`src/core/psarb_regs.svh`:
```
// Constants for the slot bus round-robin arbiter
`ifndef PSARB_REGS_SVH
`define PSARB_REGS_SVH

`define PSARB_NUM_SLOTS 3
`define PSARB_BUS_MHZ 33
`define PSARB_SLOT_BUS_NUM 8'h07
`define PSARB_SEL_BIT_SLOT1 20
`define PSARB_SEL_BIT_SLOT2 25
`define PSARB_SEL_BIT_SLOT3 27
`define PSARB_GNT_IDLE 3'h7

`endif

```
`src/core/psarb_pkg.sv`:
```
// Types for the slot bus round-robin arbiter
package psarb_pkg;

  typedef enum logic [2:0] {
    ST_IDLE  = 3'b001,
    ST_GRANT = 3'b010,
    ST_TURN  = 3'b100
  } psarb_state_t;

  // Bus pins sampled by the arbiter, all active low except the selects
  typedef struct packed {
    logic [2:0] reqN;
    logic frameN;
    logic irdyN;
    logic [2:0] adSel;
  } psarb_pins_t;

  typedef struct packed {
    psarb_state_t st;
    logic [1:0] owner;
    logic [2:0] gntN;
    psarb_pins_t s1;
    psarb_pins_t s2;
    logic [2:0] idsel;
  } psarb_core_t;

endpackage

```
`src/core/psarb_arbiter.sv`:
```
// Round-robin request/grant arbiter for three expansion slots
`timescale 1ns/1ps
`include "psarb_regs.svh"

module psarb_arbiter
  import psarb_pkg::*;
#(
  parameter logic [2:0] SLOT_PRESENT = 3'h7,
  parameter logic [2:0] NO_PARK_MASK = 3'h0
) (
  // Clock and reset
  input wire logic mclk,
  input wire logic rst_n,
  // Request pins, index is the pair number
  input wire logic [2:0] reqN,
  // Bus activity pins
  input wire logic frameN,
  input wire logic irdyN,
  // Address/data bus during configuration cycles
  input wire logic [31:0] ad,
  // Grant pins, index is the pair number
  output logic [2:0] gntN,
  // Per-slot configuration select
  output logic [2:0] slotIdsel
);

  localparam psarb_core_t CORE_RST = '{
    st: ST_IDLE,
    owner: 2'h0,
    gntN: `PSARB_GNT_IDLE,
    s1: '{reqN: 3'h7, frameN: 1'b1, irdyN: 1'b1, adSel: 3'h0},
    s2: '{reqN: 3'h7, frameN: 1'b1, irdyN: 1'b1, adSel: 3'h0},
    idsel: 3'h0
  };

  psarb_core_t q_r;
  psarb_core_t q_nxt;
  psarb_pins_t pinsIn;
  logic [2:0] req;
  logic [2:0] others;
  logic busIdle;
  logic [1:0] pick;

  // Next requester after the last owner, walking the slots cyclically
  function automatic logic [1:0] rr_pick(input logic [2:0] r, input logic [1:0] last);
    logic [1:0] idx;
    logic found;
    idx = last;
    found = 1'b0;
    rr_pick = last;
    for (int i = 1; i <= `PSARB_NUM_SLOTS; i++) begin
      idx = (idx == 2'h2) ? 2'h0 : idx + 2'h1;
      if (!found && r[idx]) begin
        rr_pick = idx;
        found = 1'b1;
      end
    end
  endfunction

  // Active-low one-hot grant word for a pair index
  function automatic logic [2:0] gnt_word(input logic [1:0] idx);
    gnt_word = ~(3'h1 << idx);
  endfunction

  // AD bits are synced one by one, so selects may skew a clock while AD moves
  // Slot to pair mapping is by index; requests of absent slots are masked, their selects are not
  // Config selects come from fixed AD bits on every clock; the bus number is not decoded
  always_comb begin
    pinsIn.reqN = reqN;
    pinsIn.frameN = frameN;
    pinsIn.irdyN = irdyN;
    pinsIn.adSel = {ad[`PSARB_SEL_BIT_SLOT3], ad[`PSARB_SEL_BIT_SLOT2],
                    ad[`PSARB_SEL_BIT_SLOT1]};
  end

  always_comb begin
    req = ~q_r.s2.reqN & SLOT_PRESENT;
    others = req & ~(3'h1 << q_r.owner);
    busIdle = q_r.s2.frameN & q_r.s2.irdyN;
    pick = rr_pick(req, q_r.owner);
  end

  always_comb begin
    q_nxt = q_r;
    q_nxt.s1 = pinsIn;
    q_nxt.s2 = q_r.s1;
    q_nxt.idsel = q_r.s2.adSel;
    unique case (q_r.st)
      ST_IDLE: begin
        // Nothing granted until someone asks the asker wins
        if (|req) begin
          q_nxt.owner = pick;
          q_nxt.gntN = gnt_word(pick);
          q_nxt.st = ST_GRANT;
        end
      end
      ST_GRANT: begin
        // Bus view lags two clocks, so a fresh owner may lose a grant it never used
        // Hand over only between transactions, or at once if owner dropped out
        if (|others && (busIdle || !req[q_r.owner])) begin
          q_nxt.gntN = `PSARB_GNT_IDLE;
          q_nxt.st = ST_TURN;
        end else if (!req[q_r.owner] && NO_PARK_MASK[q_r.owner]) begin
          // Bridge-type agents never keep a parked grant
          q_nxt.gntN = `PSARB_GNT_IDLE;
          q_nxt.st = ST_IDLE;
        end
      end
      ST_TURN: begin
        // One dead cycle between owners keeps grants exclusive
        // Search starts past the old owner, so nobody starves
        if (|req) begin
          q_nxt.owner = pick;
          q_nxt.gntN = gnt_word(pick);
          q_nxt.st = ST_GRANT;
        end else begin
          q_nxt.st = ST_IDLE;
        end
      end
      default: begin
        q_nxt.gntN = `PSARB_GNT_IDLE;
        q_nxt.st = ST_IDLE;
      end
    endcase
  end

  // Reset is taken unsynced; its release must meet recovery against mclk
  // Everything advances on the bus clock itself
  always_ff @(posedge mclk or negedge rst_n) begin
    if (!rst_n) begin
      q_r <= CORE_RST;
    end else begin
      q_r <= q_nxt;
    end
  end

  // Grant pins come straight from the state register
  assign gntN = q_r.gntN;
  assign slotIdsel = q_r.idsel;
endmodule

```
`config.mk`:
```
export PLATFORM = sky130hd
export DESIGN_NAME = psarb_arbiter
export DESIGN_NICKNAME = d
export VERILOG_FILES = /design/src/core/psarb_pkg.sv /design/src/core/psarb_arbiter.sv
export VERILOG_INCLUDE_DIRS = /design/src /design/src/core
export SDC_FILE = /design/constraint.sdc
export NUM_CORES = 1
export LEC_CHECK = 0
export ABC_CLOCK_PERIOD_IN_PS = 1400
export BUFFER_PORTS_ARGS = -buffer_cell sky130_fd_sc_hd__buf_2
export CORE_UTILIZATION = 31
export CTS_BUF_LIST = sky130_fd_sc_hd__clkbuf_8
export CTS_CLUSTER_DIAMETER = 150
export DETAILED_ROUTE_END_ITERATION = 10
export HOLD_SLACK_MARGIN = 0.02
export PLACE_DENSITY = 0.69
export SLEW_MARGIN = 20
export SYNTH_ARGS = -nofsm -noshare
export SYNTH_HDL_FRONTEND = slang
export SYNTH_SLANG_ARGS = --single-unit
export TNS_END_PERCENT = 10
```
`constraint.sdc`:
```
create_clock -name mclk -period 1.4 [get_ports mclk]
set_input_delay 0.14 -clock mclk [delete_from_list [all_inputs] [get_ports mclk]]
set_output_delay 0.14 -clock mclk [all_outputs]
set_load 0.01 [all_outputs]
```
== After elaboration in Yosys (flattened, before gate mapping) ==
Index checks and enable logic that the tools add are counted.

* Bits in registers: 27
* Latch bits: 0
* Memory bits (writable): 0
* Memory bits (read-only): 0
* Bits of input ports: 39
* Output and inout bits: 6
* Logic and storage cells: 77
* Memories: 0

* $add $sub $neg: 3
* Multipliers: 0
* Divide/modulo/power cells: 0
* Magnitude comparators: 4
* Eq/ne operators: 9
* Shift-type cells: 2
* Multiplexer cells: 28
* Bitwise gates (word level): 5
* Reduce and logical (&&, ||, !) cells: 14

{| class="wikitable"
|+ Operators by type and width
! operator !! number
|-
| $pmux W3 S3 || 2
|-
| $mux W2 || 7
|-
| $lt A2 B3 Y1 const B || 4
|-
| $mux W3 || 4
|-
| $bmux W1 S2 || 5
|-
| $not A3 Y3 || 3
|-
| $mux W8 || 1
|-
| $mux W1 || 7
|-
| $add A2 B1 Y2 const B || 3
|-
| $eq A2 B2 Y1 const B || 3
|-
| $reduce_and A3 Y1 || 2
|-
| $reduce_or A3 Y1 || 2
|-
| $shl A1 B2 Y3 const A || 2
|-
| $mux W5 || 1
|-
| $logic_and A1 B1 Y1 || 4
|-
| $ne A2 B2 Y1 const B || 2
|-
| $pmux W2 S2 || 1
|-
| $and A3 B3 Y3 || 1
|-
| $eq A3 B1 Y1 const B || 1
|-
| $eq A3 B2 Y1 const B || 1
|-
| $eq A3 B3 Y1 const B || 1
|-
| $logic_not A1 Y1 || 3
|-
| $ne A3 B3 Y1 const B || 1
|-
| $reduce_and A2 Y1 || 1
|-
| 3 further kinds || 3
|}

== Depth between registers and ports, before layout ==
* Depth after elaboration: 15
* Depth in mapped cells: 5
* Gate-level depth less buffers: 4

== Worst setup path before layout ==
OpenSTA, ideal clock, no wires.

* Path type: reg-to-reg
* Start point: register q_r[22] (netlist bit)
* End point: register q_r[25] (netlist bit)
* Setup time: 0.124 ns
* Data arrival time: 1.390 ns
* Data required time: 1.276 ns
* Path slack: -0.114 ns
* Stages on the path, launching flop included: 6
* Path buffers: 1
* Period minus slack after synthesis: 1.514 ns
* Cells stage by stage: dfrtp_1 buf_6 mux2_4 a311oi_2 a21oi_2 or2_1

* Longest elaborated chain between the ends: 7
* Elaborated cells between the ends (all ways): 16
* Classes of those cells: 1 x eq/ne; 1 x shift; 6 x mux; 2 x bitwise; 6 x reduce/logical

{| class="wikitable"
|+ RTL lines
! item !! RTL line !! RTL
|-
| start, declared || psarb_arbiter.sv:36 || <nowiki>psarb_core_t q_r;</nowiki>
|-
| start signal, assigned || psarb_arbiter.sv:133 || <nowiki>q_r <= q_nxt;</nowiki>
|-
| $bmux W1 S2 / $shl A1 B2 Y3 (equally long branches) || psarb_arbiter.sv:100, psarb_arbiter.sv:103, psarb_arbiter.sv:78 ||
|-
| $mux W1 (implied by the code) / $not A3 Y3 (equally long branches) || psarb_arbiter.sv:100, psarb_arbiter.sv:103, psarb_arbiter.sv:78 ||
|-
| $logic_not A1 Y1 / $and A3 B3 Y3 (equally long branches) || psarb_arbiter.sv:100, psarb_arbiter.sv:103, psarb_arbiter.sv:78 ||
|-
| $logic_or A1 B1 Y1 / $reduce_or A3 Y1 (equally long branches) || psarb_arbiter.sv:100 || <nowiki>if (|others && (busIdle || !req[q_r.owner])) begin</nowiki>
|-
| $logic_and A1 B1 Y1 || psarb_arbiter.sv:100 ||
|-
| $mux W3 / $ne A3 B3 Y1 (equally long branches) || -- ||
|-
| $pmux W3 S3 / $reduce_and A2 Y1 (equally long branches) || -- ||
|}

Several ways; a longest one is shown, not always the timed one. The select of a mux whose other input is x is not followed.
A chain may end at the register's enable or synchronous reset.

== Worst setup path after layout ==
* Start point: register q_r[24] (netlist bit)
* End point: register q_r[22] (netlist bit)

* Longest elaborated chain between the ends: 3
* Elaborated cells between the ends (all ways): 7
* Classes of those cells: 4 x eq/ne; 1 x mux; 2 x reduce/logical

{| class="wikitable"
|+ RTL lines
! item !! RTL line !! RTL
|-
| $eq A3 B3 Y1 / $eq A3 B1 Y1 (equally long branches) || psarb_arbiter.sv:88 || <nowiki>unique case (q_r.st)</nowiki>
|-
| $ne A2 B2 Y1 (no line) / $reduce_bool A2 Y1 (equally long branches) || -- ||
|-
| $reduce_and A3 Y1 (no line) || -- ||
|}

Several ways; a longest one is shown, not always the timed one.

==> key figures <==
Clock tree
  • Clock transition at path regs: 0.09 ns
  • Clock root buffer: clkbuf_8
  • Clock Latency Late Sink: 0.26 ns
  • Postcts setup bufs: 0
  • H-tree depth: 1
  • TritonCTS clock tree: yes
  • Clk buf depth: 2
  • CTS sink cnt: 27
  • Num CTS Buffers: 3

Placed design
  • Port bufs: 15
  • Hpwl dp: 1.08 mm
  • Routability Congestion: 0.725
  • Area after DPL: 0.00114 sq mm
  • Pre-CTS setup slack: -0.174 ns

STA
  • Max Clock Freq: 0.679 GHz
  • Final setup margin: -0.0719 ns
  • Fin. max-slew vios: 0
  • Worst Clk Skew: 0.00498 ns
  • Hold Fails Final Rpt: 0
  • Slew @ Worst Pin: 0.563 ns
  • Max-slew headroom: 0.624
  • RSZ-0062 raised after global routing: yes
  • Fin crit share: 1.05
  • TNS Setup: -0.286 ns
  • Setup-failing EPs final: 6
  • Minimum clock period: 1.47 ns

Yosys
  • EDFF count, synth: 0
  • Asr flop ratio synth: 1.00
  • Netlist Area Pre-Place: 0.00103 sq mm
  • Largest family of logic cells by synthesized area: compound AO/OA/AOI/OAI gates
  • Netlist cell types: 31
  • Register area share after synthesis: 0.672
  • Syn nets: 118
  • Post-synthesis instance total: 79
  • Post-Synth XOR/XNOR Area: 0.00850
  • Synth Flop Type: dfstp_2
  • Post-synthesis mux area share: 0.0243
  • Yosys warning count: 0
  • Post-synthesis simple-gate area fraction: 0.103
  • Syn avg cell area: 13.1 sq um
  • Synth Register Bits: 27
  • Synth Area in Adders: 0
  • Post-synthesis compound-gate area fraction: 0.112

Route
  • TritonRoute pass-1 iters: 4
  • Iter 0 DRT Violations: 4
  • Vias: 646
  • Wire per inst: 10.9 um
  • Antenna viol nets, final: 0
  • Vias per cell: 4.36
  • Routed wire length: 1.61 mm
  • # DRC: 0

Global routing
  • First-pass GRT wire length: 2.85 mm
  • Initial antenna violation count: 0
  • Grt ovf: 0
  • GRT Overall Usage: 0.113
  • Largest net degree at the start of global routing: 28
  • Vias in the first global route: 712

Setup path
  • Slowest CP cell: dfstp_2
  • Worst Path Arrival: 1.69 ns
  • Crit path capture type: flop
  • Required @ worst endpoint: 1.61 ns
  • WS Path Type: reg -> reg
  • Max incr delay on CP: 0.56 ns
  • Critical Path, Cell by Cell: xor2_2, or3b_4, a21oi_4, a21o_2
  • CP Max Fanout: 6
  • Buf+Inv Stages, Crit Path: 0
  • Top delay family on crit path: flip-flops
  • Startpoint types: flop

Die
  • Boundary Pins: 45
  • Initial Util: 0.332
  • Die X: 59.7 um
  • Core area: 0.00310 sq mm
  • Chip Height: 59.7 um
  • Rows: 20
  • Die area: 0.00356 sq mm

Layout
  • Register cell area after layout: 694 sq um
  • Layout cells sized above 1: 0.510
  • Area grow syn2layout: 28.2%
  • ANT cells: 0
  • Multi-input gate area: 298 sq um
  • Final core utilization: 0.426
  • Final nets: 144
  • # fillers: 303
  • Fin area: 0.00132 sq mm

Pwr
  • Total power: 0.00216 W
  • Max VDD drop: 0.732 mV
  • Pwr dens: 1640 mW/mm^2
  • Leakage: 0.591 nW

Worst hold path
  • Hold Path Class: reg -> reg

Run status
  • Violated checks: negative setup slack
  • Status: finished, violations left

Job
  • Max Cap Violations: 0
[stage by stage]
stage | instances | hold slack (ns)
floorplan | 79 | -0.156
global placement | 135 | 0.148
detailed placement | 135 | 0.172
CTS | 148 | 0.356
global route | 148 | 0.363
finish | 148 | 0.351
[timing repair]
action / 4_1_cts / 5_1_grt
pin swaps: 2 / 3
hold buffers: 9 / 0
setup endpoints to repair: 7 / 6
endpoints found under the hold margin: 21 / 0
resized for setup: 7 / 2
[cells by family (layout without fill, tap and decap cells)]
group	after synthesis	after routing
AO/OA/AOI/OAI	16	16
XOR/XNOR	1	1
buffers and inverters	14	39
flip-flops	27	27
multiplexers	2	2
AND/OR/NAND/NOR	19	19
[state kept, by name, summed over array words and instances (netlist names)]
name / cells
q_r: 10
slotIdsel: 3
gntN: 3
q_nxt: 11
[final timing paths]
path,start,end,slack (ns),depth (start not counted)
max in group asynchronous,rst_n,q_r[23],0.60,2
setup / recovery,q_r[24],q_r[22],-0.07,4
hold reg to reg,q_nxt[1],slotIdsel[1],0.35,0
min in group asynchronous,rst_n,q_r[22],0.40,2
hold / removal,q_nxt[1],slotIdsel[1],0.35,0
setup reg to reg,q_r[24],q_r[22],-0.07,4
[cells in the final DEF (no fill, tap or decap), types with 2 or more instances in the layout]
cell / Yosys / layout
o21ai_0: 2 / 2
dfrtp_1: 13 / 12
nor2_1: 5 / 5
buf_2: 0 / 15
buf_4: 6 / 6
a21oi_1: 5 / 3
a21oi_4: 0 / 2
dfstp_2: 14 / 14
a211oi_2: 0 / 2
nand2_1: 4 / 4
dlygate4sd3_1: 0 / 9
clkbuf_8: 0 / 3
inv_1: 5 / 6
[power by group]
part,internal [W],switching [W]
clock network,0.000196,0.000218
logic,0.000361,0.000330
registers,0.000955,0.000103
[synthesized netlist by cell type, drive strengths merged, types with 2 or more instances]
master	instances	area (sq um)
nand2	4	15.0
clkbuf	2	7.51
or3	2	13.8
buf	7	56.3
a211oi	2	15.0
inv	5	18.8
o21ai	2	10.0
nor2	5	18.8
a21oi	6	33.8
dfrtp	13	325
dfstp	14	368
a21o	2	16.3
[layout make-up]
type	count	area share
multi-input cells	38	0.225
clock inverters	1	0.00284
flip-flops and latches	27	0.526
clock buffers	3	0.0312
repair buffers	30	0.159
inverters	5	0.0142
well taps	44	0.0417
[routing by layer]
layer,wire (um),GRT usage
met2,799,0.205
met1,716,0.116
met4,37,0.0698
met3,55,0.0260
met5,0,0
No activity file was read; power rests on OpenSTA's default activity.
